`config.mk`:
```
export PLATFORM = sky130hd
export DESIGN_NAME = host_port_sel
export DESIGN_NICKNAME = d
export VERILOG_FILES = /design/src/core/fifo_reset_seq.v /design/src/core/two_entry_buf.v /design/src/core/host_port_sel.v
export VERILOG_INCLUDE_DIRS = /design/src /design/src/core
export SDC_FILE = /design/constraint.sdc
export NUM_CORES = 1
export LEC_CHECK = 0
export BUFFER_PORTS_ARGS = -buffer_cell sky130_fd_sc_hd__buf_4
export CORE_AREA = 2 2 100 93
export CTS_BUF_LIST = sky130_fd_sc_hd__clkbuf_4 sky130_fd_sc_hd__clkbuf_8 sky130_fd_sc_hd__clkbuf_16
export DETAILED_ROUTE_END_ITERATION = 10
export DIE_AREA = 0 0 102 95
export GPL_ROUTABILITY_DRIVEN = 0
export PLACE_DENSITY = 0.77
export SKIP_LAST_GASP = 1
export SYNTH_ARGS = -nofsm -noshare
export SYNTH_HDL_FRONTEND = slang
export SYNTH_HIERARCHICAL = 1
export SYNTH_SLANG_ARGS = --single-unit
```
`constraint.sdc`:
```
create_clock -name clk_sys -period 2.6 [get_ports clk_sys]
set_input_delay 0 -clock clk_sys [delete_from_list [all_inputs] [get_ports clk_sys]]
set_output_delay 0 -clock clk_sys [all_outputs]
set_load 0.03 [all_outputs]
```
`src/core/port_sel_consts.vh`:
```
// constants for the host port selection and fifo reset logic
`ifndef PORT_SEL_CONSTS_VH
`define PORT_SEL_CONSTS_VH

// consecutive reset-match cycles before a fifo reset starts
`define RST_SEQ_LEN      4'h8
`define RST_CNT_W        4
// character clock divider used when the receive clock pin is an output
`define CHAR_DIV_DEF     8'h04
`define CHAR_DIV_W       8
`define DATA_W_DEF       12
`define BUF_PTR_ONE      1'b1

`endif

```
`src/core/fifo_reset_seq.v`:
```
// match state tracker and eight-cycle fifo reset sequencer for one interface
`timescale 1ns/100ps
`include "port_sel_consts.vh"

module fifo_reset_seq
(
    input  wire clk,
    input  wire rst_n,
    input  wire edge_en,
    input  wire am_n,
    input  wire sel_n,
    input  wire hold,
    input  wire block,
    output reg  match_r,
    output reg  rmatch_r,
    output reg  forced_r,
    output reg  clear_r
);

    // ----------------------------------------
    // state and counter
    // ----------------------------------------
    reg [`RST_CNT_W-1:0] cnt_r;
    wire                 rm_smp = ~am_n & ~sel_n;

    always @(posedge clk or negedge rst_n)
    begin
        if (!rst_n)
        begin
            match_r  <= 1'b0;
            rmatch_r <= 1'b0;
            forced_r <= 1'b0;
            clear_r  <= 1'b0;
            cnt_r    <= {`RST_CNT_W{1'b0}};
        end
        else
        begin
            clear_r <= 1'b0;
            if (edge_en)
            begin
                match_r  <= ~am_n & sel_n;
                rmatch_r <= rm_smp;
                if (!rm_smp)
                begin
                    // an early drop aborts; a late drop lets the reset proceed
                    cnt_r <= {`RST_CNT_W{1'b0}};
                    if (forced_r)
                        clear_r <= 1'b1;
                    forced_r <= 1'b0;
                end
                else if (!hold && !block && !forced_r)
                begin
                    if (cnt_r == `RST_SEQ_LEN - 4'h1)
                        forced_r <= 1'b1;
                    cnt_r <= cnt_r + 4'h1;
                end
            end
        end
    end

endmodule // fifo_reset_seq

```
`src/core/two_entry_buf.v`:
```
// two-entry buffer with valid and ready on both sides
`timescale 1ns/100ps

module two_entry_buf
#(
    parameter DW = 12
)
(
    input  wire          clk,
    input  wire          rst_n,
    input  wire          in_valid,
    output wire          in_ready,
    input  wire [DW-1:0] in_data,
    output wire          out_valid,
    input  wire          out_ready,
    output wire [DW-1:0] out_data
);

    reg [DW-1:0] mem_r [0:1];
    reg          wp_r;
    reg          rp_r;
    reg [1:0]    cnt_r;

    wire push = in_valid & in_ready;
    wire pop  = out_valid & out_ready;

    assign in_ready  = (cnt_r != 2'h2);
    assign out_valid = (cnt_r != 2'h0);
    assign out_data  = mem_r[rp_r];

    always @(posedge clk)
    begin
        if (push)
            mem_r[wp_r] <= in_data;
    end

    always @(posedge clk or negedge rst_n)
    begin
        if (!rst_n)
        begin
            wp_r  <= 1'b0;
            rp_r  <= 1'b0;
            cnt_r <= 2'h0;
        end
        else
        begin
            if (push)
                wp_r <= ~wp_r;
            if (pop)
                rp_r <= ~rp_r;
            cnt_r <= cnt_r + {1'b0, push} - {1'b0, pop};
        end
    end

endmodule // two_entry_buf

```
`src/core/host_port_sel.v`:
```
// host port selection, flag drivers and fifo reset control
//
// Notes on behaviour
// - receive match when address matched, not resetting
// - receive flags driven only in match states
// - fifo mode: enable falling during match selects
// - selected receive reads fifo onto data bus
// - bypass non-packed: receive clock becomes character output
// - bypass: match first, enable later selects
// - reselect needs fresh match; unselected bus floats
// - bypass receive flags follow address match only
// - match and enable at reset give continuous selection
// - continuous selection blocks fifo resets
// - transmit reset match when both low
// - receive reset match when both low
// - reset needs eight consecutive match cycles
// - active enable holds off that reset
// - both fifos cleared at power-up
// - transmit reset forces full flags
// - reset full blocks writes; normal full does not
// - reset proceeds when host removes condition
// - transmit reset completion shows empty
// - receive reset forces empty flags
// - selection ignored cycle after receive reset release
// - transmit enable polarity depends on cascade timing
// - selected transmit captures data bus into fifo, except in bypass
`timescale 1ns/100ps
`include "port_sel_consts.vh"

module host_port_sel
#(
    parameter DW       = `DATA_W_DEF,
    parameter CHAR_DIV = `CHAR_DIV_DEF
)
(
    input  wire          clk_sys,
    input  wire          resetn,
    input  wire          tx_clock,
    input  wire          rx_clock_i,
    output reg           rx_clock_o,
    output wire          rx_clock_oe,
    input  wire          addr_match_n,
    input  wire          tx_reset_select_n,
    input  wire          rx_reset_select_n,
    input  wire          tx_enable_n,
    input  wire          rx_enable_n,
    input  wire          buffer_bypass_n,
    input  wire          byte_packed,
    input  wire          cascade_timing,
    input  wire [DW-1:0] tx_data_bus,
    output reg  [DW-1:0] tx_word_data,
    output reg           tx_word_valid,
    input  wire          tx_word_ready,
    output wire          tx_write_block,
    input  wire          tx_fifo_empty,
    input  wire          tx_fifo_half,
    input  wire          tx_fifo_full,
    output wire          tx_fifo_clear,
    output reg           tx_empty_flag_n,
    output reg           tx_half_flag_n,
    output reg           tx_full_flag_n,
    output wire          tx_flags_oe,
    input  wire [DW-1:0] rx_word_data,
    input  wire          rx_word_valid,
    output wire          rx_word_ready,
    input  wire          rx_fifo_empty,
    input  wire          rx_fifo_full,
    output wire          rx_fifo_clear,
    output reg  [DW-1:0] rx_data_bus,
    output wire          rx_data_oe,
    output reg           rx_empty_flag_n,
    output reg           rx_full_flag_n,
    output wire          rx_flags_oe,
    output wire          tx_selected,
    output wire          rx_selected
);

    // ----------------------------------------
    // reset release
    // ----------------------------------------
    reg rst_s1_r;
    reg rst_n_r;

    always @(posedge clk_sys or negedge resetn)
    begin
        if (!resetn)
        begin
            rst_s1_r <= 1'b0;
            rst_n_r  <= 1'b0;
        end
        else
        begin
            rst_s1_r <= 1'b1;
            rst_n_r  <= rst_s1_r;
        end
    end

    // ----------------------------------------
    // interface clock edges and character clock
    // ----------------------------------------
    reg                  txc_d_r;
    reg                  rxc_d_r;
    reg [`CHAR_DIV_W-1:0] div_r;
    reg                  gen_rise_r;
    wire                 bypass = ~buffer_bypass_n & ~byte_packed;

    assign rx_clock_oe = bypass;

    always @(posedge clk_sys or negedge rst_n_r)
    begin
        if (!rst_n_r)
        begin
            txc_d_r    <= 1'b0;
            rxc_d_r    <= 1'b0;
            div_r      <= {`CHAR_DIV_W{1'b0}};
            rx_clock_o <= 1'b0;
            gen_rise_r <= 1'b0;
        end
        else
        begin
            txc_d_r    <= tx_clock;
            rxc_d_r    <= rx_clock_i;
            gen_rise_r <= 1'b0;
            if (div_r == CHAR_DIV - `CHAR_DIV_W'h1)
            begin
                div_r      <= {`CHAR_DIV_W{1'b0}};
                rx_clock_o <= ~rx_clock_o;
                gen_rise_r <= ~rx_clock_o;
            end
            else
                div_r <= div_r + `CHAR_DIV_W'h1;
        end
    end

    // each side samples the inputs only on its own clock rising edge
    wire tx_edge = tx_clock & ~txc_d_r;
    wire rx_edge = bypass ? gen_rise_r : (rx_clock_i & ~rxc_d_r);

    // ----------------------------------------
    // continuous selection caught while reset is held
    // ----------------------------------------
    reg tx_cont_r;
    reg rx_cont_r;

    always @(posedge clk_sys or negedge resetn)
    begin
        if (!resetn)
        begin
            tx_cont_r <= 1'b0;
            rx_cont_r <= 1'b0;
        end
        else if (!rst_n_r)
        begin
            tx_cont_r <= ~addr_match_n & ~tx_enable_n;
            rx_cont_r <= ~addr_match_n & ~rx_enable_n;
        end
        else
        begin
            if (tx_edge && (addr_match_n || tx_enable_n))
                tx_cont_r <= 1'b0;
            if (rx_edge && (addr_match_n || rx_enable_n))
                rx_cont_r <= 1'b0;
        end
    end

    // ----------------------------------------
    // match and reset sequencers
    // ----------------------------------------
    wire tx_match;
    wire tx_rmatch;
    wire tx_forced;
    wire tx_clr;
    wire rx_match;
    wire rx_rmatch;
    wire rx_forced;
    wire rx_clr;
    // enable level that inhibits the transmit reset
    wire tx_en_act = cascade_timing ? ~tx_enable_n : tx_enable_n;

    fifo_reset_seq u_tx_seq
    (
        .clk      (clk_sys),
        .rst_n    (rst_n_r),
        .edge_en  (tx_edge),
        .am_n     (addr_match_n),
        .sel_n    (tx_reset_select_n),
        .hold     (tx_en_act),
        .block    (tx_cont_r),
        .match_r  (tx_match),
        .rmatch_r (tx_rmatch),
        .forced_r (tx_forced),
        .clear_r  (tx_clr)
    );

    fifo_reset_seq u_rx_seq
    (
        .clk      (clk_sys),
        .rst_n    (rst_n_r),
        .edge_en  (rx_edge),
        .am_n     (addr_match_n),
        .sel_n    (rx_reset_select_n),
        .hold     (~rx_enable_n),
        .block    (rx_cont_r),
        .match_r  (rx_match),
        .rmatch_r (rx_rmatch),
        .forced_r (rx_forced),
        .clear_r  (rx_clr)
    );

    // power-up clear covers the whole synchronised reset
    assign tx_fifo_clear = ~rst_n_r | tx_clr;
    assign rx_fifo_clear = ~rst_n_r | rx_clr;

    // ----------------------------------------
    // sampled history per side
    // ----------------------------------------
    reg tx_en_d_r;
    reg rx_en_d_r;
    reg rx_am_r;
    reg rx_inhibit_r;

    always @(posedge clk_sys or negedge rst_n_r)
    begin
        if (!rst_n_r)
        begin
            tx_en_d_r    <= 1'b1;
            rx_en_d_r    <= 1'b1;
            rx_am_r      <= 1'b0;
            rx_inhibit_r <= 1'b0;
        end
        else
        begin
            if (tx_edge)
                tx_en_d_r <= tx_enable_n;
            if (rx_edge)
            begin
                rx_en_d_r <= rx_enable_n;
                rx_am_r   <= ~addr_match_n;
                // a selection in the cycle after reset release is lost
                // until the enable goes high again
                if (rx_forced && rx_reset_select_n)
                    rx_inhibit_r <= 1'b1;
                else if (rx_enable_n)
                    rx_inhibit_r <= 1'b0;
            end
        end
    end

    // ----------------------------------------
    // selection states
    // ----------------------------------------
    reg tx_sel_r;
    reg rx_sel_r;
    wire rx_block = rx_inhibit_r | (rx_forced & rx_reset_select_n);
    wire rx_start = bypass ? (rx_am_r & ~rx_enable_n)
                           : (rx_match & rx_en_d_r & ~rx_enable_n);

    always @(posedge clk_sys or negedge rst_n_r)
    begin
        if (!rst_n_r)
        begin
            tx_sel_r <= 1'b0;
            rx_sel_r <= 1'b0;
        end
        else
        begin
            if (tx_edge)
            begin
                if (tx_enable_n)
                    tx_sel_r <= 1'b0;
                else if (tx_match && tx_en_d_r)
                    tx_sel_r <= 1'b1;
            end
            if (rx_edge)
            begin
                if (rx_enable_n)
                    rx_sel_r <= 1'b0;
                else if (rx_start && !rx_block)
                    rx_sel_r <= 1'b1;
            end
        end
    end

    assign tx_selected = tx_sel_r | tx_cont_r;
    assign rx_selected = rx_sel_r | rx_cont_r;

    // ----------------------------------------
    // transmit capture
    // ----------------------------------------
    // only the reset-forced full refuses writes; normal full is passed on
    // so the fifo may still take its eight spare words
    assign tx_write_block = tx_forced;

    always @(posedge clk_sys or negedge rst_n_r)
    begin
        if (!rst_n_r)
        begin
            tx_word_valid <= 1'b0;
            tx_word_data  <= {DW{1'b0}};
        end
        else
        begin
            if (tx_word_ready)
                tx_word_valid <= 1'b0;
            if (tx_edge && !tx_enable_n && (tx_selected || (tx_match && tx_en_d_r))
                && !tx_forced && !bypass)
            begin
                tx_word_valid <= 1'b1;
                tx_word_data  <= tx_data_bus;
            end
        end
    end

    // ----------------------------------------
    // receive read path
    // ----------------------------------------
    wire          buf_valid;
    wire [DW-1:0] buf_data;
    wire          rd_take = rx_edge & rx_selected & ~rx_enable_n;

    two_entry_buf #(.DW(DW)) u_rx_buf
    (
        .clk       (clk_sys),
        .rst_n     (rst_n_r),
        .in_valid  (rx_word_valid & ~rx_forced),
        .in_ready  (rx_word_ready),
        .in_data   (rx_word_data),
        .out_valid (buf_valid),
        .out_ready (rd_take),
        .out_data  (buf_data)
    );

    always @(posedge clk_sys or negedge rst_n_r)
    begin
        if (!rst_n_r)
            rx_data_bus <= {DW{1'b0}};
        else if (rd_take && buf_valid)
            rx_data_bus <= buf_data;
    end

    assign rx_data_oe = rx_selected;

    // ----------------------------------------
    // flag drivers
    // ----------------------------------------
    assign tx_flags_oe = tx_match | tx_rmatch;
    assign rx_flags_oe = bypass ? rx_am_r
                                : (rx_match | rx_rmatch);

    always @(posedge clk_sys or negedge rst_n_r)
    begin
        if (!rst_n_r)
        begin
            tx_empty_flag_n <= 1'b1;
            tx_half_flag_n  <= 1'b0;
            tx_full_flag_n  <= 1'b0;
            rx_empty_flag_n <= 1'b0;
            rx_full_flag_n  <= 1'b1;
        end
        else
        begin
            if (tx_forced)
            begin
                tx_empty_flag_n <= 1'b1;
                tx_half_flag_n  <= 1'b0;
                tx_full_flag_n  <= 1'b0;
            end
            else
            begin
                // once cleared the fifo reports empty, marking completion
                tx_empty_flag_n <= ~tx_fifo_empty;
                tx_half_flag_n  <= ~tx_fifo_half;
                tx_full_flag_n  <= ~tx_fifo_full;
            end
            if (rx_forced)
            begin
                rx_empty_flag_n <= 1'b0;
                rx_full_flag_n  <= 1'b1;
            end
            else
            begin
                rx_empty_flag_n <= ~(rx_fifo_empty & ~buf_valid);
                rx_full_flag_n  <= ~rx_fifo_full;
            end
        end
    end

endmodule // host_port_sel

```
# Yosys cells after proc, flatten, opt, wreduce, memory -nomap -nowiden
# Memories as Yosys holds them, arrays and structs flattened. A register that Yosys moved wholly into a read port is not among the register bits.
# Index checks and enable logic that the tools add are counted.
dict set report word_totals {
  reg_bits 60
  ram_bits 24
  in_bits 43
  elab_cells 176
  n_memories 1
}
dict set report op_classes {
  n_addsub 5
  eq_ne 10
  mux 41
  bitwise_logic 46
  reduce_logical 38
}
# memory depth width read_ports rd_clocked_by_memory_dff write_ports line_no
set mem_list {}
lappend mem_list {u_rx_buf.mem_r 2 12 1 1 1 two_entry_buf.v:19} ;# reg [DW-1:0] mem_r [0:1];
# cell n
set op_table {}
lappend op_table {{$mux W1} 36}
lappend op_table {{$not A1 Y1} 20}
lappend op_table {{$and A1 B1 Y1} 19}
lappend op_table {{$mux W4} 4}
lappend op_table {{$logic_and A1 B1 Y1} 14}
lappend op_table {{$ne A2 B2 Y1 const B} 5}
lappend op_table {{$reduce_and A2 Y1} 5}
lappend op_table {{$reduce_bool A2 Y1} 5}
lappend op_table {{$logic_not A1 Y1} 9}
lappend op_table {{$add A4 B1 Y4 const B} 2}
lappend op_table {{$add A8 B1 Y8 const B} 1}
lappend op_table {{$eq A4 B3 Y1 const B} 2}
lappend op_table {{$eq A8 B2 Y1 const B} 1}
lappend op_table {{$mux W8} 1}
lappend op_table {{$or A1 B1 Y1} 7}
lappend op_table {{$reduce_and A3 Y1} 2}
lappend op_table {{$ne A2 B1 Y1 const B} 2}
lappend op_table {{$logic_or A1 B1 Y1} 3}
lappend op_table {{$add A2 B1 Y2} 1}
lappend op_table {{$sub A2 B1 Y2} 1}

# Longest topological paths before layout
# Gate-level depths: netlist of run 1.
dict set report depth {
  depth_word 7
  mapped_depth 9
  depth_no_buf 9
}

# Hierarchy
# Netlist of run 1, hierarchy kept.
# mod instances cells_per_inst area_each_um2 seq_area_each_um2
set by_module_without_submodules {}
lappend by_module_without_submodules {host_port_sel 1 150 2088.3 1306.3}
lappend by_module_without_submodules {two_entry_buf 1 54 1062.3 820.8}
lappend by_module_without_submodules {fifo_reset_seq 2 37 370.4 200.2}

# Least setup slack after synthesis of run 1
# OpenSTA, ideal clock, no wires.
dict set report synth_path {
  path_kind {reg-to-reg}
  startpoint {reg rst_n_r}
  endpoint {reg rx_cont_r}
  arrival_ns 2.397
  t_required_ns 2.535
  path_slack_ns 0.138
  stages_incl_launch_ff 4
  path_cell_list {dfrtp_1 > inv_1 > o22ai_1 > o21a_1}
}
dict set report synth_between {
  elab_chain_len 1
  word_cells_on_any_way 2
  classes_between {eq/ne (1); mux (1)}
}
# element line_no
set synth_rtl {}
lappend synth_rtl {{from (decl)} host_port_sel.v:82} ;# reg rst_n_r;
lappend synth_rtl {{from (signal assigned)} host_port_sel.v:94} ;# rst_n_r <= rst_s1_r;
lappend synth_rtl {{$ne A2 B1 Y1 (no source line) / $mux W1 (equally long branches)} --}
lappend synth_rtl {{to (signal assigned)} host_port_sel.v:155} ;# rx_cont_r <= ~addr_match_n & ~rx_enable_n;
lappend synth_rtl {{to (decl)} host_port_sel.v:143} ;# reg rx_cont_r;
# Parallel ways exist; a longest one is shown, timed or not.
# A chain may end at the register's enable or synchronous reset.

# Final worst setup path of run 1
dict set report layout_path {
  startpoint {reg tx_cont_r}
  endpoint {reg tx_word_data[3]}
}
dict set report layout_between {
  elab_chain_len 5
}
# element line_no
set layout_rtl {}
lappend layout_rtl {{from (decl)} host_port_sel.v:142} ;# reg tx_cont_r;
lappend layout_rtl {{from (signal assigned)} host_port_sel.v:154} ;# tx_cont_r <= ~addr_match_n & ~tx_enable_n;
lappend layout_rtl {{$or A1 B1 Y1} host_port_sel.v:284} ;# assign tx_selected = tx_sel_r | tx_cont_r;
lappend layout_rtl {{$logic_or A1 B1 Y1} host_port_sel.v:305} ;# if (tx_edge && !tx_enable_n && (tx_selected || (tx_match && tx_en_d_r))
lappend layout_rtl {{$logic_and A1 B1 Y1} host_port_sel.v:305}
lappend layout_rtl {{$logic_and A1 B1 Y1 (2 in a row)} host_port_sel.v:306} ;# && !tx_forced && !bypass)
lappend layout_rtl {{to (signal assigned)} host_port_sel.v:299} ;# tx_word_data <= {DW{1'b0}};
lappend layout_rtl {{to (signal assigned)} host_port_sel.v:309} ;# tx_word_data <= tx_data_bus;
lappend layout_rtl {{to (decl)} host_port_sel.v:51} ;# output reg [DW-1:0] tx_word_data,
# No other way between the ends.

==> key figures, run 1 <==
Status
  • Status: finished, final reports clean

Global routing
  • Largest net degree at the start of global routing: 31
  • Met2 Track Usage GR: 27.1%
  • Total grt overflow: 0
  • Initial antenna violation count: 0
  • Vias in the first global route: 2,524
  • Met1 Track Usage GR: 19.2%
  • Grt met3 use: 5.48%
  • Global-route wire length before repair: 11,800 um
  • Gr usage total: 16.0%
  • GRT busiest layer: met2

Worst setup path
  • Path depth of the worst reg2reg path: 4
  • Start point of the critical path: tx_cont_r
  • Maximum fanout along the worst path: 13
  • WP data required: 2.85 ns
  • Crit end category: register
  • Crit-path slowest cell: nand3_1
  • CP Launch Type: register
  • Slowest stage delay, CP: 0.51 ns
  • Worst r2r src: tx_cont_r
  • CP arrival: 2.19 ns
  • CP Cell Sequence: or2_2 > a21o_1 > nand3_1 > mux2_2
  • CP Class: reg -> reg

Synth
  • Synth area leaders: dfrtp_1 (44%), edfxtp_1 (19%), mux2_2 (5.5%)
  • Commonest register cell after synthesis: dfrtp_1
  • FF+latch count, synth: 96
  • Post-synth ARST share: 75.0%
  • Number of warnings issued by yosys: 6
  • Post-synth top area share: 43.7%
  • Mapped Avg Cell Area: 14.0 sq um
  • Post-synth top area cell: dfrtp_1
  • Net Count, Synth: 326
  • Cells after Synth: 278
  • Synthesized area: 3890 sq um
  • Synth cell types: 45
  • Register area share after synthesis: 65.0%
  • Synth cell count leaders: dfrtp_1 (68), edfxtp_1 (24), mux2_2 (19)
  • Most frequent cell after synthesis: dfrtp_1
  • Post-synth EDFFs: 24

Timing
  • Relative slew slack: 54.4%
  • Final Critical Period: 1.94 ns
  • RSZ-0062 raised after global routing: no
  • Setup_tns: 0 ns
  • F_max: 514 MHz
  • Clock Skew: 0.0118 ns
  • Final period util: 74.8%
  • Final setup violation count: 0
  • Slew @ Worst Pin: 0.682 ns
  • Final hold vios: 0
  • Pins Over Slew Limit: 0

Route
  • DRC violations left: 0
  • Vias per inst: 4.85
  • Via count: 2,607
  • Routed Antenna Nets: 0
  • Drt wl/cell: 14.0 um
  • DR iter-0 viols: 81
  • Post-Route WL: 7510 um
  • First-pass detailed-route iteration total: 5

Clock network
  • Worst skew pair latency: 0.36 ns
  • Setup Fix Bufs, Post-CTS: 0
  • Clk buf depth: 2
  • H-Tree Depth: 3
  • Clock root buffer: clkbuf_8
  • # resized after CTS: 0
  • CTS Sinks: 96
  • Worst-path clk slew: 0.09 ns
  • TritonCTS clock tree: yes
  • CTS hold repair buffers: 39
  • Num CTS Buffers: 9

Flow run
  • Max-cap viol count: 0

Place
  • I/O Buffers: 83
  • Post-place instance area: 4660 sq um
  • DPL Wire Length: 5030 um

Floorplan
  • Starting Density: 44.5%
  • Core ar.: 8750 sq um
  • Die height: 95 um
  • Die width: 102 um
  • # IOs: 84
  • Die area: 9690 sq um
  • FP Rows: 33

Pwr
  • Leak: 2.38 nW
  • Tot Pwr: 4.44 mW
  • Power per standard cell area: 845 nW/um^2
  • Max VDD drop: 486 uV

Hold path
  • Hold crit path type: in -> reg
  • Hold wc startpoint: buffer_bypass_n
  • Hold path depth: 5

Final layout
  • Layout area overhead: 35.0%
  • Filler cells: 698
  • Share of cells above drive strength 1: 35.4%
  • Nets@finish: 458
  • Design area: 5250 sq um
  • N_diodes: 0
==> kinds of logic after synthesis <==
group,Yosys count,share of synthesized area [%]
buffers and inverters,18,2.28
xor gates and xnor gates,11,2.48
other,1,0.0964
muxes,39,12.3
AOI/OAI and AO/OA,33,5.14
and+or+nand+nor,75,11.1
DFF,96,65.0
adders and majority gates,5,1.61
==> layer usage <==
| metal | share of wire, % | up-vias |
|---|---|---|
| met5 | 0 | - |
| met4 | 1.1 | 0 |
| met3 | 5.7 | 6 |
| met2 | 51 | 71 |
| met1 | 42 | 1283 |
| li1 | - | 1247 |
==> registers in the layout, summed over array words and instances (netlist names), 2 cells and up <==
name,flops
div_r,8
rx_data_bus,12
tx_word_data,12
u_rx_buf/cnt_r,2
u_rx_buf/mem_r,24
u_rx_seq/cnt_r,4
u_tx_seq/cnt_r,4
==> layout make-up <==
cell class,instances,area (sq um),area share [%]
clock buffer,9,124,2.36
clock inverter,7,76.3,1.45
inverter,13,51.3,0.977
multi-input combinational,164,1270,24.3
sequential,96,2530,48.2
tap,122,153,2.91
timing repair buffer,126,1040,19.9
==> worst paths after layout <==
check / to / slack [ns]
worst max-delay path: tx_word_data[3] / 0.66
worst min-delay path: rx_en_d_r / 0.08
worst max register to register: tx_word_data[3] / 0.66
worst min register to register: u_tx_seq/clear_r / 0.16
max in group asynchronous: rx_full_flag_n / 1.72
min in group asynchronous: u_tx_seq/clear_r / 0.16
==> critical path: cells and delay by family, from the launching register on <==
family / cells / cell delay, ns
AO/OA/AOI/OAI: 1 / 0.16
flip-flops: 1 / 0.42
multiplexers: 1 / 0.40
AND/OR/NAND/NOR: 2 / 0.83
==> placed cells by master, fill, tap and decap left out, drive strengths merged, types with 3 or more instances in the layout <==
master       count
xnor2            8
xor2             3
nor2            17
o21ai           11
a21oi            8
dlygate4sd3     39
ha               5
edfxtp          24
or2              3
nor3             5
inv             16
dfstp            4
clkbuf           9
and3             3
buf             87
mux2            38
nand2b           5
nand3           15
nor2b            5
and2             3
nand2            8
dfrtp           68
==> per-stage QoR <==
step                      hold WS (ns)  utilization [%]  worst slack [ns]  instances
final                           0.0786             60.0             0.656        537
after global routing            0.0868             60.0             0.578        537
after CTS                       0.0733             60.0             0.647        537
after detailed placement        -0.199             53.2             0.673        482
after global placement          -0.199             53.2             0.732        482
after floorplan                 -0.296                -             0.138        278
==> where the power goes <==
group / switching (mW) / internal [mW] / leakage, nW
Combinational: 0.741 / 0.651 / 1.16
Sequential: 0.198 / 1.88 / 1.13
Clock: 0.514 / 0.452 / 0.0966
Total: 1.45 / 2.99 / 2.38
Power figures use the tool's default switching activity.
==> run 2: changes to the inputs <==
--- a/config.mk
+++ b/config.mk
@@ -6,13 +6,14 @@
 export SDC_FILE = /design/constraint.sdc
 export NUM_CORES = 1
 export LEC_CHECK = 0
+export ABC_AREA = 1
 export BUFFER_PORTS_ARGS = -buffer_cell sky130_fd_sc_hd__buf_4
-export CORE_AREA = 2 2 100 93
+export CORE_AREA = 2 2 105 97
 export CTS_BUF_LIST = sky130_fd_sc_hd__clkbuf_4 sky130_fd_sc_hd__clkbuf_8 sky130_fd_sc_hd__clkbuf_16
 export DETAILED_ROUTE_END_ITERATION = 10
-export DIE_AREA = 0 0 102 95
+export DIE_AREA = 0 0 107 99
 export GPL_ROUTABILITY_DRIVEN = 0
-export PLACE_DENSITY = 0.77
+export PLACE_DENSITY = 0.76
 export SKIP_LAST_GASP = 1
 export SYNTH_ARGS = -nofsm -noshare
 export SYNTH_HDL_FRONTEND = slang
==> constraint.sdc (replaced) <==
create_clock -name clk_sys -period 2 [get_ports clk_sys]
set_input_delay 0 -clock clk_sys [delete_from_list [all_inputs] [get_ports clk_sys]]
set_output_delay 0 -clock clk_sys [all_outputs]
set_load 0.03 [all_outputs]
==> run 2 against run 1 <==
Net effect:
- non-clock buffer count is 3 higher
- setup slack worse by 0.51 ns
- flip-flop and latch count stayed put
- combinational power is 40% higher
- via count is 21% higher
- global-route usage is 1.3 points higher
- fmax is 5.1% higher
- utilization is 0.96 points lower
- total power is 32% higher
- critical path type unchanged
- critical endpoint is now u_rx_buf/cnt_r[1]
- largest cell class unchanged
==> key figures, run 2 <==
Route
  • Vias per inst: 4.58 (-5.6%)
  • Drt wl/cell: 12.7 um (-9.0%)
  • Via count: 3,161 (+21%)
  • First-pass detailed-route iteration total: 4 (-1)
  • Routed Antenna Nets: 0 (unchanged)
  • DR iter-0 viols: 153 (+89%)
  • Post-Route WL: 8790 um (+17%)
  • DRC violations left: 0 (unchanged)

Timing
  • Clock Skew: 0.0145 ns (+0.00265 ns)
  • Relative slew slack: 63.1% (+8.7 points)
  • Pins Over Slew Limit: 0 (unchanged)
  • F_max: 541 MHz (+5.1%)
  • Setup_tns: 0 ns (unchanged)
  • Final Critical Period: 1.85 ns (-0.0945 ns)
  • WHS: 0.0869 ns (+0.00827 ns)
  • Final hold vios: 0 (unchanged)
  • Final worst slack: 0.151 ns (-0.506 ns)
  • Final period util: 92.5% (+18 points)
  • Slew @ Worst Pin: 0.553 ns (-0.129 ns)
  • Final setup violation count: 0 (unchanged)
  • RSZ-0062 raised after global routing: no

Final layout
  • Nets@finish: 607 (+33%)
  • Share of cells above drive strength 1: 28.7% (-6.7 points)
  • N_diodes: 0 (unchanged)
  • Most common cell after layout, fill and taps aside: nand2_1
  • Area of the multi-input gates: 1430 sq um (+12%)
  • Max reg flops: 24 (unchanged)
  • Largest Register: u_rx_buf/mem_r
  • Most frequent cells in the layout: nand2_1 (128), buf_4 (89), dfrtp_1 (67), inv_1 (56), dlygate4sd3_1 (40)
  • Filler cells: 782 (+12%)
  • Largest regs: u_rx_buf/mem_r: 24 flops, rx_data_bus: 12 flops, tx_word_data: 12 flops
  • Storage element area: 2530 sq um (unchanged)
  • Layout area overhead: 32.2%

Synth
  • Post-synth top area share: 40.2% (-3.6 points)
  • Net Count, Synth: 476 (+46%)
  • Post-synth ARST share: 75.0% (unchanged)
  • Synth cell types: 35 (-22%)
  • FF+latch count, synth: 96 (unchanged)
  • Post-synth EDFFs: 24 (unchanged)
  • Synth area leaders: dfrtp_1 (40%), edfxtp_1 (17%), nand2_1 (11%)
  • Register area share after synthesis: 59.7% (-5.3 points)
  • Most frequent cell after synthesis: nand2_1
  • Mapped Avg Cell Area: 9.90 sq um (-29%)
  • Cells after Synth: 428 (+54%)
  • Number of warnings issued by yosys: 6 (unchanged)
  • Synth cell count leaders: nand2_1 (128), dfrtp_1 (68), inv_1 (56)
  • Commonest register cell after synthesis: dfrtp_1
  • Post-synth top area cell: dfrtp_1
  • Synthesized area: 4240 sq um (+8.9%)

Floorplan
  • Die width: 107 um (+4.9%)
  • Starting Density: 44.7% (+0.20 points)
  • Core ar.: 9490 sq um (+8.4%)
  • Die area: 10,600 sq um (+9.3%)
  • FP Rows: 34 (+3.0%)
  • # IOs: 84 (unchanged)
  • Die height: 99 um (+4.2%)

Place
  • Place WS: 0.122 ns (-0.551 ns)
  • I/O Buffers: 83 (unchanged)
  • DPL Wire Length: 5950 um (+18%)

Worst setup path
  • CP arrival: 2.11 ns (-0.08 ns)
  • Buf+Inv Stages, Crit Path: 4 (+4)
  • Maximum fanout along the worst path: 8 (-5)
  • WP data required: 2.26 ns (-0.59 ns)
  • Critical path's top delay family: simple AND/OR/NAND/NOR gates
  • Crit-path slowest cell: dfrtp_1
  • Crit end category: register
  • Cell mode on critical path: inv_1
  • CP Cell Sequence: nor2_1 > nand2_2 > nand2_4 > inv_1 > nor3_2 > nand2_1 > inv_1 > ha_1 > inv_1 > ha_1 > inv_1 > nand2_1 > nand2_1
  • CP Class: reg -> reg
  • CP Launch Type: register
  • Slowest stage delay, CP: 0.37 ns (-0.14 ns)

Clock network
  • Worst skew pair latency: 0.37 ns (about the same)
  • TritonCTS clock tree: yes
  • Worst-path clk slew: 0.09 ns (about the same)
  • H-Tree Depth: 3 (unchanged)
  • Clock root buffer: clkbuf_8
  • Clk buf depth: 2 (unchanged)
  • Num CTS Buffers: 9 (unchanged)
  • CTS Sinks: 96 (unchanged)

Pwr
  • Max VDD drop: 575 uV (+18%)
  • Power per standard cell area: 1050 nW/um^2 (+24%)
  • Leak: 2.85 nW (+19%)
  • Tot Pwr: 5.86 mW (+32%)

Global routing
  • Global-route wire length before repair: 14,400 um (+22%)
  • Total grt overflow: 0 (unchanged)
  • Gr usage total: 17.3% (+1.3 points)
  • Largest net degree at the start of global routing: 44 (+42%)
  • Vias in the first global route: 3,075 (+22%)
  • Initial antenna violation count: 0 (unchanged)

Status
  • Status: finished, final reports clean

Hold path
  • Hold crit path type: in -> reg

Flow run
  • Max-cap viol count: 0 (unchanged)
[run 2: what timing repair did]
action                                  CTS  global route
endpoints found under the setup margin    0             1
gates resized for setup                   0             1
hold buffers                             39             1
setup buffers                             0             0
endpoints found under the hold margin    68             1
[run 2: worst paths after layout]
check	startpoint	end	slack, ns	cells after the start
setup reg to reg	rxc_d_r	u_rx_buf/cnt_r[1]	0.15	13
setup / recovery	rxc_d_r	u_rx_buf/cnt_r[1]	0.15	13
hold reg to reg	rst_s1_r	rst_n_r	0.35	0
min in group asynchronous	rst_n_r	rx_data_bus[1]	0.37	1
hold / removal	byte_packed	rx_inhibit_r	0.09	6
max in group asynchronous	rst_n_r	rx_full_flag_n	0.81	2
[run 2: metal layers]
| metal | GRT usage (%) | up-vias | routed length, um |
|---|---|---|---|
| li1 | - | 1620 | - |
| met1 | 22.6 | 1460 | 3980 |
| met2 | 28.8 | 72 | 4300 |
| met3 | 4.70 | 9 | 407 |
| met4 | 4.40 | 0 | 102 |
| met5 | 0 | - | 0 |
[run 2: tightest hold or removal path, delay by kind of cell]
| family | cells | cell delay, ns |
|---|---|---|
| buf+inv | 1 | 0.09 |
| simple gates | 5 | 0.33 |
[run 2: area by class of cell]
class                           count  area share, %
Inverter                           59           3.95
Clock inverter                      7           1.32
Timing Repair Buffer              129           19.1
Tap cell                          126           2.82
Clock buffer                        9           2.21
Multi-Input combinational cell    264           25.5
Sequential cell                    96           45.2
[run 2: logic make-up (layout without fill, tap and decap cells)]
kind of cell | count (synthesis) | after routing | share of synthesized area (%)
flip-flops | 96 | 96 | 59.7
AO/OA/AOI/OAI | 36 | 36 | 6.17
AND/OR/NAND/NOR | 219 | 219 | 25.2
adder cells (fa/ha/maj) | 5 | 5 | 1.48
buffers and inverters | 68 | 204 | 6.79
XOR/XNOR | 3 | 3 | 0.620
other | 1 | 1 | 0.0885
[run 2: through the flow]
stage	cells	instance area, sq um	utilization, %
2_1_floorplan	428	4240	-
3_5_place_dp	634	5000	52.7
3_3_place_gp	634	5000	52.7
4_1_cts	689	5590	58.9
6_report	690	5600	59.0
5_1_grt	690	5600	59.0
[run 2: report_power, final]
part / internal, mW / total, mW / switching (mW) / leakage (nW)
clock: 0.498 / 1.25 / 0.755 / 0.102
sequential: 2.42 / 2.66 / 0.236 / 1.14
combinational: 0.706 / 1.95 / 1.24 / 1.60
total: 3.63 / 5.86 / 2.24 / 2.85
